**src/hdl/dprp_pkg.sv**
```systemverilog
package dprp_pkg;
  localparam int NUM_BANKS = 4;
  localparam int BA_W = 2;
  localparam int CLK_PERIOD_PS = 10000;
  // Command encodings {cs_n, ras_n, cas_n, we_n}
  localparam logic [3:0] CMD_DESEL = 4'h8;
  localparam logic [3:0] CMD_NOP = 4'h7;
  localparam logic [3:0] CMD_ACT = 4'h3;
  localparam logic [3:0] CMD_READ = 4'h5;
  localparam logic [3:0] CMD_WRITE = 4'h4;
  localparam logic [3:0] CMD_PRE = 4'h2;
  localparam logic [3:0] CMD_REF = 4'h1;
  localparam logic [3:0] CMD_LMR = 4'h0;
  // Timing figures in link clock cycles
  localparam int TRP_CK = 3;
  localparam int TRPA_CK = 4;
  localparam int TRFC_CK = 26;
  localparam int TXSNR_CK = 28;
  localparam int TXSRD_CK = 200;
  localparam int TCKE_CK = 3;
  localparam int TXP_CK = 2;
  localparam int TBURST_CK = 6;
  // Refresh intervals in ps and in core cycles, rounded down so never late
  localparam int TREFI_PS = 7812500;
  localparam int TREFI_HOT_PS = 3900000;
  localparam int TREFI_CYC = TREFI_PS / CLK_PERIOD_PS;
  localparam int TREFI_HOT_CYC = TREFI_HOT_PS / CLK_PERIOD_PS;
  // Link clock divider: half period in core cycles
  localparam int CK_HALF = 6;
  localparam int CNT_W = 10;
endpackage : dprp_pkg

```
**src/hdl/dprp_link_if.sv**
```systemverilog
`timescale 1ns/1ps
interface dprp_link_if;
  logic ck;
  logic cke;
  logic odt;
  logic [3:0] cmd;
  logic a10;
  logic [1:0] ba;
  modport dev (input ck, input cke, input odt, input cmd, input a10, input ba);
  modport ctl (output ck, output cke, output odt, output cmd, output a10, output ba);
endinterface : dprp_link_if

```
**src/hdl/dprp_device.sv**
```systemverilog
`timescale 1ns/1ps
module dprp_device (
  input wire logic core_clk_in,
  input wire logic resetn_in,
  dprp_link_if.dev link,
  output logic [3:0] bank_open_out,
  output logic refresh_busy_out,
  output logic self_refresh_out,
  output logic pd_precharge_out,
  output logic pd_active_out,
  output logic buffers_on_out,
  output logic dll_frozen_out,
  output logic nonread_ok_out,
  output logic read_ok_out,
  output logic protocol_err_out
);
  typedef enum logic [4:0] {
    DPRP_NORMAL = 5'h01,
    DPRP_SREF = 5'h02,
    DPRP_SREF_EXIT = 5'h04,
    DPRP_PD_PRE = 5'h08,
    DPRP_PD_ACT = 5'h10
  } dprp_state_e;

  // All link pins are sampled into the core domain before use
  logic [9:0] pins_sync;
  dprp_sync #(.W(10)) u_sync (
    .core_clk_in(core_clk_in),
    .resetn_in(resetn_in),
    .d_in({link.ck, link.cke, link.odt, link.cmd, link.a10, link.ba}),
    .q_out(pins_sync)
  );
  logic ck_s, cke_s, odt_s, a10_s;
  logic [3:0] cmd_s;
  logic [1:0] ba_s;
  assign {ck_s, cke_s, odt_s, cmd_s, a10_s, ba_s} = pins_sync;

  logic ck_prev_reg, cke_prev_reg;
  logic edge_w;
  assign edge_w = ck_s && !ck_prev_reg;
  always_ff @(posedge core_clk_in) begin
    if (!resetn_in) begin
      ck_prev_reg <= 1'b0;
    end else begin
      ck_prev_reg <= ck_s;
    end
  end

  logic is_nop_w;
  assign is_nop_w = (cmd_s == dprp_pkg::CMD_NOP) || cmd_s[3];

  dprp_state_e state_reg;
  logic [dprp_pkg::CNT_W-1:0] rfc_cnt_reg, xs_cnt_reg, cke_run_reg, burst_cnt_reg;
  logic [3:0] bank_reg;

  // CKE run length in registered edges
  always_ff @(posedge core_clk_in) begin
    if (!resetn_in) begin
      cke_prev_reg <= 1'b1;
      cke_run_reg <= '0;
    end else if (edge_w) begin
      cke_prev_reg <= cke_s;
      if (cke_s != cke_prev_reg) begin
        cke_run_reg <= dprp_pkg::CNT_W'(1);
      end else if (cke_run_reg != '1) begin
        cke_run_reg <= cke_run_reg + 1'b1;
      end
    end
  end

  // Bank open tracking
  always_ff @(posedge core_clk_in) begin
    if (!resetn_in) begin
      bank_reg <= 4'h0;
    end else if (edge_w && cke_s && state_reg == DPRP_NORMAL) begin
      if (cmd_s == dprp_pkg::CMD_ACT) begin
        bank_reg[ba_s] <= 1'b1;
      end else if (cmd_s == dprp_pkg::CMD_PRE) begin
        if (a10_s) begin
          bank_reg <= 4'h0;
        end else begin
          bank_reg[ba_s] <= 1'b0;
        end
      end else if ((cmd_s == dprp_pkg::CMD_READ || cmd_s == dprp_pkg::CMD_WRITE) && a10_s) begin
        bank_reg[ba_s] <= 1'b0;
      end
    end
  end

  // Burst-in-progress window, used to flag early CKE drops
  always_ff @(posedge core_clk_in) begin
    if (!resetn_in) begin
      burst_cnt_reg <= '0;
    end else if (edge_w) begin
      if (cke_s && (cmd_s == dprp_pkg::CMD_READ || cmd_s == dprp_pkg::CMD_WRITE)) begin
        burst_cnt_reg <= dprp_pkg::CNT_W'(dprp_pkg::TBURST_CK);
      end else if (burst_cnt_reg != '0) begin
        burst_cnt_reg <= burst_cnt_reg - 1'b1;
      end
    end
  end

  // Refresh busy window
  always_ff @(posedge core_clk_in) begin
    if (!resetn_in) begin
      rfc_cnt_reg <= '0;
    end else if (edge_w) begin
      if (state_reg == DPRP_NORMAL && cmd_s == dprp_pkg::CMD_REF && cke_s) begin
        rfc_cnt_reg <= dprp_pkg::CNT_W'(dprp_pkg::TRFC_CK);
      end else if (rfc_cnt_reg != '0) begin
        rfc_cnt_reg <= rfc_cnt_reg - 1'b1;
      end
    end
  end

  // Power state machine
  always_ff @(posedge core_clk_in) begin
    if (!resetn_in) begin
      state_reg <= DPRP_NORMAL;
      xs_cnt_reg <= '0;
    end else if (edge_w) begin
      case (state_reg)
        DPRP_NORMAL: begin
          if (cke_prev_reg && !cke_s) begin
            if (cmd_s == dprp_pkg::CMD_REF) begin
              state_reg <= DPRP_SREF;
            end else if (is_nop_w) begin
              state_reg <= (bank_reg == 4'h0) ? DPRP_PD_PRE : DPRP_PD_ACT;
            end
          end
        end
        DPRP_SREF: begin
          // Exit seen as soon as CKE rises, without waiting for a command
          if (cke_s) begin
            state_reg <= DPRP_SREF_EXIT;
            xs_cnt_reg <= dprp_pkg::CNT_W'(1);
          end
        end
        DPRP_SREF_EXIT: begin
          if (xs_cnt_reg != '1) begin
            xs_cnt_reg <= xs_cnt_reg + 1'b1;
          end
          if (!cke_s && cmd_s == dprp_pkg::CMD_REF) begin
            state_reg <= DPRP_SREF;
          end else if (xs_cnt_reg >= dprp_pkg::CNT_W'(dprp_pkg::TXSRD_CK)) begin
            state_reg <= DPRP_NORMAL;
          end
        end
        DPRP_PD_PRE, DPRP_PD_ACT: begin
          if (cke_s && is_nop_w) begin
            state_reg <= DPRP_NORMAL;
          end
        end
        default: begin
          state_reg <= DPRP_NORMAL;
        end
      endcase
    end
  end

  // Misuse flag: sticky until reset
  always_ff @(posedge core_clk_in) begin
    if (!resetn_in) begin
      protocol_err_out <= 1'b0;
    end else if (edge_w) begin
      if (cke_prev_reg != cke_s && cke_run_reg < dprp_pkg::CNT_W'(dprp_pkg::TCKE_CK)) begin
        protocol_err_out <= 1'b1;
      end
      if (!cke_s && burst_cnt_reg != '0) begin
        protocol_err_out <= 1'b1;
      end
      if (state_reg == DPRP_SREF_EXIT && xs_cnt_reg < dprp_pkg::CNT_W'(dprp_pkg::TXSNR_CK) && !is_nop_w) begin
        protocol_err_out <= 1'b1;
      end
      if (state_reg == DPRP_SREF_EXIT && odt_s) begin
        protocol_err_out <= 1'b1;
      end
      if (cke_s && state_reg == DPRP_NORMAL && !bank_reg[ba_s]
          && (cmd_s == dprp_pkg::CMD_READ || cmd_s == dprp_pkg::CMD_WRITE)) begin
        protocol_err_out <= 1'b1;
      end
    end
  end

  always_ff @(posedge core_clk_in) begin
    if (!resetn_in) begin
      bank_open_out <= 4'h0;
      refresh_busy_out <= 1'b0;
      self_refresh_out <= 1'b0;
      pd_precharge_out <= 1'b0;
      pd_active_out <= 1'b0;
      buffers_on_out <= 1'b1;
      dll_frozen_out <= 1'b0;
      nonread_ok_out <= 1'b1;
      read_ok_out <= 1'b1;
    end else begin
      bank_open_out <= bank_reg;
      refresh_busy_out <= (rfc_cnt_reg != '0);
      self_refresh_out <= (state_reg == DPRP_SREF);
      pd_precharge_out <= (state_reg == DPRP_PD_PRE);
      pd_active_out <= (state_reg == DPRP_PD_ACT);
      buffers_on_out <= (state_reg == DPRP_NORMAL) || (state_reg == DPRP_SREF_EXIT);
      dll_frozen_out <= (state_reg == DPRP_PD_PRE);
      nonread_ok_out <= (state_reg == DPRP_NORMAL) ||
        (state_reg == DPRP_SREF_EXIT && xs_cnt_reg >= dprp_pkg::CNT_W'(dprp_pkg::TXSNR_CK));
      read_ok_out <= (state_reg == DPRP_NORMAL);
    end
  end
endmodule : dprp_device

```
**src/hdl/dprp_sync.sv**
```systemverilog
`timescale 1ns/1ps
module dprp_sync #(
  parameter int W = 1
) (
  input wire logic core_clk_in,
  input wire logic resetn_in,
  input wire logic [W-1:0] d_in,
  output logic [W-1:0] q_out
);
  logic [W-1:0] s1_reg;
  always_ff @(posedge core_clk_in) begin
    if (!resetn_in) begin
      s1_reg <= '0;
      q_out <= '0;
    end else begin
      s1_reg <= d_in;
      q_out <= s1_reg;
    end
  end
endmodule : dprp_sync
```
**src/flat_wrapper.sv**
```systemverilog
// flat-port wrapper written by rule: the top's interface ports become plain ports
module dprp_device_flat 
  (core_clk_in, resetn_in, bank_open_out, refresh_busy_out, self_refresh_out, pd_precharge_out, pd_active_out, buffers_on_out, dll_frozen_out, nonread_ok_out, read_ok_out, protocol_err_out, link_ck, link_cke, link_odt, link_cmd, link_a10, link_ba);
  dprp_link_if link_i ();
  input wire logic core_clk_in;
  input wire logic resetn_in;
  output logic [3:0] bank_open_out;
  output logic refresh_busy_out;
  output logic self_refresh_out;
  output logic pd_precharge_out;
  output logic pd_active_out;
  output logic buffers_on_out;
  output logic dll_frozen_out;
  output logic nonread_ok_out;
  output logic read_ok_out;
  output logic protocol_err_out;
  input wire logic [$bits(link_i.ck)-1:0] link_ck;
  input wire logic [$bits(link_i.cke)-1:0] link_cke;
  input wire logic [$bits(link_i.odt)-1:0] link_odt;
  input wire logic [$bits(link_i.cmd)-1:0] link_cmd;
  input wire logic [$bits(link_i.a10)-1:0] link_a10;
  input wire logic [$bits(link_i.ba)-1:0] link_ba;
  assign link_i.ck = link_ck;
  assign link_i.cke = link_cke;
  assign link_i.odt = link_odt;
  assign link_i.cmd = link_cmd;
  assign link_i.a10 = link_a10;
  assign link_i.ba = link_ba;
  dprp_device u_core (.core_clk_in(core_clk_in), .resetn_in(resetn_in), .link(link_i), .bank_open_out(bank_open_out), .refresh_busy_out(refresh_busy_out), .self_refresh_out(self_refresh_out), .pd_precharge_out(pd_precharge_out), .pd_active_out(pd_active_out), .buffers_on_out(buffers_on_out), .dll_frozen_out(dll_frozen_out), .nonread_ok_out(nonread_ok_out), .read_ok_out(read_ok_out), .protocol_err_out(protocol_err_out));
endmodule
```
**config.mk**
```make
export PLATFORM = sky130hd
export DESIGN_NAME = dprp_device_flat
export DESIGN_NICKNAME = d
export VERILOG_FILES = /design/src/hdl/dprp_pkg.sv /design/src/hdl/dprp_link_if.sv /design/src/hdl/dprp_device.sv /design/src/hdl/dprp_sync.sv /design/src/flat_wrapper.sv
export SDC_FILE = /design/constraint.sdc
export NUM_CORES = 1
export LEC_CHECK = 0
export BUFFER_PORTS_ARGS = -buffer_cell sky130_fd_sc_hd__buf_2
export CAP_MARGIN = 20
export CORE_MARGIN = 5
export CORE_UTILIZATION = 40
export DETAILED_ROUTE_END_ITERATION = 7
export PLACE_DENSITY = 0.64
export SLEW_MARGIN = 20
export SYNTH_ARGS = -nofsm -noshare
export SYNTH_HDL_FRONTEND = slang
export SYNTH_SLANG_ARGS = --single-unit
```
**constraint.sdc**
```tcl
create_clock -name core_clk_in -period 2.1 [get_ports core_clk_in]
set_clock_uncertainty 0.05 [all_clocks]
set_input_delay 0 -clock core_clk_in [delete_from_list [all_inputs] [get_ports core_clk_in]]
set_output_delay 0 -clock core_clk_in [all_outputs]
set_load 0.005 [all_outputs]
```
==> results.toml, run 1 <==
[routing]
antenna_left = 0
wl_microns = 7459
drtIter0Drc = 126
vias = 2948
wl_per_cell_microns = 13.37
first_pass_iters = 4
drc = 0
viasPerCell = 5.283

[cts]
cts_num_sinks = 83
cts-htree-levels = 3
numCtsBuffers = 9
clock-root-buffer = "clkbuf_8"
ctsLongestPathBuffers = 2
worst_skew_pair.late_latency_ps = 350
cts_tree = "built"
path_clk_slew_ps = 80

[timing]
rsz0062_at_grt = "true"
fmax_mhz = 503.5
period_share_pct = 94.57
tightest_slew_ps = 597.4
slew_headroom_pct = 59.91
setup_viol = 0
fin_crit_ps = 1986
hold_viol_final = 0
fin_tns_setup_ps = 0
maxSlewViolCount = 0

[synthesis]
synth_edf_count = 0
synthCells = 393
synth-simple-area-share_pct = 28.40
synth_compound_area_share_pct = 13.10
synthMuxAreaShare_pct = 1.190
synth_nets = 412
synthAdderAreaFrac_pct = 2.451
ys_ff_latch = 83
synthArstFlopShare_pct = 0
synth.distinct_cells = 59
synth_xor_area_share_pct = 5.882
ys_seq_area_share_pct = 46.50
synth_ff_type = "dfxtp_1"
synth_top_family_by_area = "simple AND/OR/NAND/NOR gates"
syn_area_sq_um = 3573
ys_warn_count = 0
syn_avg_cell_area_sq_um = 9.093

[final_layout]
final_common_cell = "dfxtp_1"
post-route-util_pct = 48.72
synthToLayoutAreaGrowth_pct = 18.91
final_cell_mix = "dfxtp_1 (83), nor2_1 (49), and2_1 (27), nand2_1 (24), buf_2 (24)"
drive_gt1_share_pct = 16.67
insertedDiodeCount = 0
fin_nets = 464

[pwr]
switching_share_pct = 24.92
power.internal_w = 0.002345
clock_power_share_pct = 37.6
p_switching_w = 0.0007786
pwr_density_cell_nw_per_um2 = 735.2
seqPwrFrac_pct = 53.1
power.share.combinational_pct = 9.3
leakage_nw = 1.666
irDropWorstVdd_mv = 0.4047

[die]
die_area_sq_um = 10920
num_rows = 34
start_util_pct = 40.98
core-area_sq_um = 8721
chipHeight_microns = 104.5
die_w_microns = 104.5
io_pins = 25

[min_path]
min_path_cells = 2
min_to = "u_core.read_ok_out$_SDFF_PN1_"
hold_class = "input pin to flip-flop"
hp-start = "resetn_in"

[worst_setup_path]
r2r_start = "u_core.u_sync.q_out[3]$_SDFF_PN0_"
r2r_cells = 7
cp_max_fo = 6
crit_arrival_ps = 2220
worstSetupPathType = "flip-flop to flip-flop"
rrSetupSlack_ps = 110
end_kind = "flip-flop"
timing.rr.end = "u_core.state_reg[1]$_SDFFE_PN0P_"
cp_data_required_time_ps = 2340
start_kind = "flip-flop"

[outcome]
status = "finished clean"

[grt]
grt_max_degree = 36
gr-total-overflow = 0
track_usage_pct = 13.65
antenna_found_initial = 0
grt_pass1_wl_microns = 12610
grt_pass1_vias = 2789

[placed_design]
io_buffers = 24
dp_hpwl_microns = 5259
gp_congestion = 0.8310

[job]
cap_violations = 0
[layer usage]
layer | vias to the layer above | share of wire [%] | global-route usage [%]
met5 | - | 0 | 0
met4 | 0 | 1.6 | 5.458
met3 | 9 | 3.6 | 3.104
met2 | 57 | 45 | 21.76
met1 | 1379 | 50 | 17.88
li1 | 1503 | - | -
[power by group through the flow]
stage / clock [W] / combinational (W) / sequential [W]
6_report: 0.00117 / 0.000291 / 0.00166
4_1_cts: 0.00121 / 0.000288 / 0.00166
3_5_place_dp: 0 / 0.000272 / 0.00170
5_1_grt: 0.00128 / 0.000329 / 0.00167
2_1_floorplan: 0 / 0.000197 / 0.00169
3_3_place_gp: 0 / 0.000269 / 0.00169
[repair_timing]
| item | CTS | global route |
|---|---|---|
| resized for setup | 0 | 4 |
| hold endpoints to repair | 10 | 0 |
| setup buffers | 0 | 1 |
| endpoints found under the setup margin | 0 | 11 |
| hold buffers | 10 | 0 |
[how the worst max path moves through the flow]
| stage | startpoint | to | slack, ps | depth (start not counted) |
|---|---|---|---|---|
| floorplan | u_core.u_sync.q_out[8]$_SDFF_PN0_ | u_core.cke_run_reg[5]$_SDFFE_PN0P_ | 50 | 10 |
| global placement | u_core.u_sync.q_out[3]$_SDFF_PN0_ | u_core.state_reg[1]$_SDFFE_PN0P_ | 130 | 7 |
| detailed placement | u_core.u_sync.q_out[3]$_SDFF_PN0_ | u_core.state_reg[1]$_SDFFE_PN0P_ | 80 | 7 |
| CTS | u_core.u_sync.q_out[3]$_SDFF_PN0_ | u_core.state_reg[1]$_SDFFE_PN0P_ | 60 | 7 |
| global route | u_core.burst_cnt_reg[2]$_SDFFE_PN0P_ | u_core.burst_cnt_reg[7]$_SDFFE_PN0P_ | -5 | 6 |
| finish | u_core.u_sync.q_out[3]$_SDFF_PN0_ | u_core.state_reg[1]$_SDFFE_PN0P_ | 110 | 7 |
[layout make-up]
cell class	instances	area [sq um]
multi-input cells	288	1842
well taps	108	135.1
clock buffers	10	137.6
clock inverters	6	72.57
inverters	10	37.54
repair buffers	53	362.8
flip-flops and latches	83	1662
fillers	807	4472
[cell families (layout without fill, tap and decap cells)]
kind of cell	count (synthesis)	in the layout
flops	83	83
mux	3	3
buf+inv	22	79
compound gates	68	68
fa+ha+maj	7	7
simple gates	186	186
xor+xnor	24	24
[worst max-delay path, stage by stage, from the launching register on]
cell       delay, ps
dfxtp_1          400
or4b_4           510
and3_4           210
o2bb2ai_2        130
a211oi_4         270
buf_4            180
nand4b_1          90
o21ai_1           80
[Yosys cell counts (all sizes together) (3+ instances only)]
master	n	area, sq um
a31oi	4	25.02
inv	10	37.54
nand2	24	90.09
xnor2	9	78.83
xor2	15	131.4
nor2	49	183.9
nor3b	4	35.03
and3	12	81.33
a22o	4	35.03
nand4	8	50.05
o21ai	19	95.09
and4	3	26.28
nor2b	5	31.28
ha	7	87.58
a211oi	3	35.03
or3	7	45.05
nor4	10	68.81
nand3	15	75.07
nor3	9	45.04
buf	3	17.52
or4b	3	33.78
o2111ai	5	43.79
a21oi	16	80.08
dfxtp	83	1662
clkbuf	9	33.78
and2	28	175.2
[metrics by stage]
stage / cells / instance area, sq um / hold WS [ps] / setup WS [ps] / power (W)
6_report: 558 / 4249 / 22.07 / 114.0 / 0.003124
5_1_grt: 558 / 4249 / 36.44 / -5.126 / 0.003275
4_1_cts: 557 / 4223 / 16.49 / 60.60 / 0.003154
3_5_place_dp: 531 / 3913 / 159.3 / 80.24 / 0.001968
3_3_place_gp: 531 / 3913 / 158.0 / 129.3 / 0.001963
2_1_floorplan: 393 / 3576 / 77.29 / 46.86 / 0.001886
No activity file was read; power rests on OpenSTA's default activity.
==> run 2, diff against run 1 <==
--- a/config.mk
+++ b/config.mk
@@ -14,4 +14,5 @@
 export SLEW_MARGIN = 20
 export SYNTH_ARGS = -nofsm -noshare
 export SYNTH_HDL_FRONTEND = slang
+export SYNTH_HIERARCHICAL = 1
 export SYNTH_SLANG_ARGS = --single-unit
==> results.toml, run 2 <==
[grt]
grt_pass1_vias = 3133
gr-total-overflow = 0
grt_pass1_wl_microns = 14400
grt_max_degree = 23
antenna_found_initial = 0
track_usage_pct = 15.24

[synthesis]
synth-simple-area-share_pct = 29.79
synth_compound_area_share_pct = 12.57
synthMuxAreaShare_pct = 2.017
ys_warn_count = 6
ys_ff_latch = 83
ys_top_cells_by_count = "dfxtp_1 (83), nor2_1 (43), nand2_1 (23)"
synth.distinct_cells = 62
synth_edf_count = 0
synth_most_common_cell = "dfxtp_1"
synth_nets = 441
synth_area_leaders = "dfxtp_1 (44%), nor2_1 (4.3%), xnor2_1 (3.2%)"
synth_ff_type = "dfxtp_1"
synth_xor_area_share_pct = 5.093
synthArstFlopShare_pct = 0
syn_avg_cell_area_sq_um = 8.966
netlist.area_leader.share_pct = 43.92
synthAdderAreaFrac_pct = 2.315
synth_top_family_by_area = "simple AND/OR/NAND/NOR gates"
synthCells = 422
syn_area_sq_um = 3784
ys_seq_area_share_pct = 43.92
synth_top_area_cell = "dfxtp_1"

[final_layout]
num-fill-cells = 858
drive_gt1_share_pct = 26.71
fin_cells = 627
fin_nets = 512
insertedDiodeCount = 0
final_common_cell = "dfxtp_1"
synthToLayoutAreaGrowth_pct = 24.93
post-route-util_pct = 51.16
final_cell_mix = "dfxtp_1 (80), nor2_1 (43), buf_4 (43), buf_2 (24), nand2_1 (22)"

[pwr]
seqPwrFrac_pct = 45.2
switching_share_pct = 31.60
power.internal_w = 0.002595
pwr_density_cell_nw_per_um2 = 802.7
clock_power_share_pct = 30.5
power_w = 0.003794
leakage_nw = 1.816
irDropWorstVdd_mv = 0.3703
p_switching_w = 0.001199
power.share.combinational_pct = 24.3

[timing]
hold_viol_final = 0
rsz0062_at_grt = "true"
fin_hold_ws_ps = 345.5
tightest_slew_ps = 628.2
slew_headroom_pct = 57.84
maxSlewViolCount = 0
fin_crit_ps = 2061
period_share_pct = 98.13
fmax_mhz = 485.3
setup_viol = 0

[die]
start_util_pct = 40.95
die_area_sq_um = 11500
io_pins = 25
core-area_sq_um = 9240
die_w_microns = 107.3
chipHeight_microns = 107.3
num_rows = 35

[worst_setup_path]
start_kind = "flip-flop"
end_kind = "flip-flop"
worstSetupPathType = "flip-flop to flip-flop"
rrSetupSlack_ps = 40
cp_max_fo = 7
cp_data_required_time_ps = 2340
crit_arrival_ps = 2300

[cts]
ctsLongestPathBuffers = 2
worst_skew_pair.late_latency_ps = 360
numCtsBuffers = 9
clock-root-buffer = "clkbuf_8"
cts_num_sinks = 83
cts-htree-levels = 3
path_clk_slew_ps = 100
cts_tree = "built"

[routing]
viasPerCell = 5.258
vias = 3297
antenna_left = 0
drc = 0
drtIter0Drc = 174
wl_microns = 8514
first_pass_iters = 4
wl_per_cell_microns = 13.58

[outcome]
status = "finished clean"

[min_path]
hold_class = "input pin to flip-flop"

[placed_design]
gp_congestion = 0.8588
io_buffers = 24
dp_cells = 597
dp_hpwl_microns = 5928

[job]
cap_violations = 0
run 2: cell types whose count changed after synthesis, moves of 5 or more:
cell / delta
and2_1: -12
and2_2: +11
clkbuf_1: +6
nor2_1: -6
nor3_1: +10
or4_1: +5
xnor2_1: +5
xor2_1: -7
run 2: area by class of cell:
class,instances,area [sq um],area share [%]
clock inverters,7,76.32,1.615
multi-input cells,305,2067,43.73
flip-flops and latches,83,1665,35.23
repair buffers,81,584.3,12.36
well taps,129,161.4,3.415
inverters,13,48.80,1.032
clock buffers,9,123.9,2.620
run 2: timing repair:
action	4_1_cts	5_1_grt
hold buffers	13	0
setup buffers	0	1
gates resized for setup	2	21
pin swaps	0	11
endpoints found under the setup margin	2	19
hold endpoints to repair	16	0
run 2: kinds of logic after synthesis:
family / count (synthesis)
compound gates: 71
buf+inv: 34
fa+ha+maj: 7
mux: 6
xor+xnor: 22
flops: 83
simple gates: 199
run 2: worst paths after layout:
path,start,to,depth (start not counted)
max,u_core/u_sync/q_out[4]$_SDFF_PN0_,u_core/rfc_cnt_reg[8]$_SDFFE_PN0P_,5
min,link_a10,u_core/u_sync/s1_reg[2]$_SDFF_PN0_,3
max reg2reg,u_core/u_sync/q_out[4]$_SDFF_PN0_,u_core/rfc_cnt_reg[8]$_SDFFE_PN0P_,5
min reg2reg,u_core/u_sync/s1_reg[8]$_SDFF_PN0_,u_core/u_sync/q_out[8]$_SDFF_PN0_,1
run 2: metrics by stage:
step	TNS (ps)	cell area (sq um)	worst slack [ps]
2_1_floorplan	-19.64	3824	-16.71
3_3_place_gp	0	4310	28.24
3_5_place_dp	-24.79	4310	-24.79
4_1_cts	0	4646	14.11
5_1_grt	-109.3	4727	-27.57
6_report	0	4727	39.28
run 2: power groups by stage:
stage	clock, W	sequential (W)	combinational [W]
floorplan	0	0.00174	0.000459
global placement	0	0.00174	0.000744
detailed placement	0	0.00175	0.000752
CTS	0.00119	0.00171	0.000803
global route	0.00126	0.00173	0.000991
finish	0.00116	0.00172	0.000920
run 2: layer usage:
layer	vias to the layer above	global-route usage, %	routed length [microns]
met5	-	0	0
met3	12	3.419	334
met4	0	6.301	187
met2	70	24.49	4010
li1	1664	-	-
met1	1551	19.71	3981
run 2: critical path, stage by stage (launching register included):
cell and delay [ps]:
dfxtp_2 340, or4b_4 600, nor4_4 320, o21ai_4 120
or4_4 430, a21oi_2 130
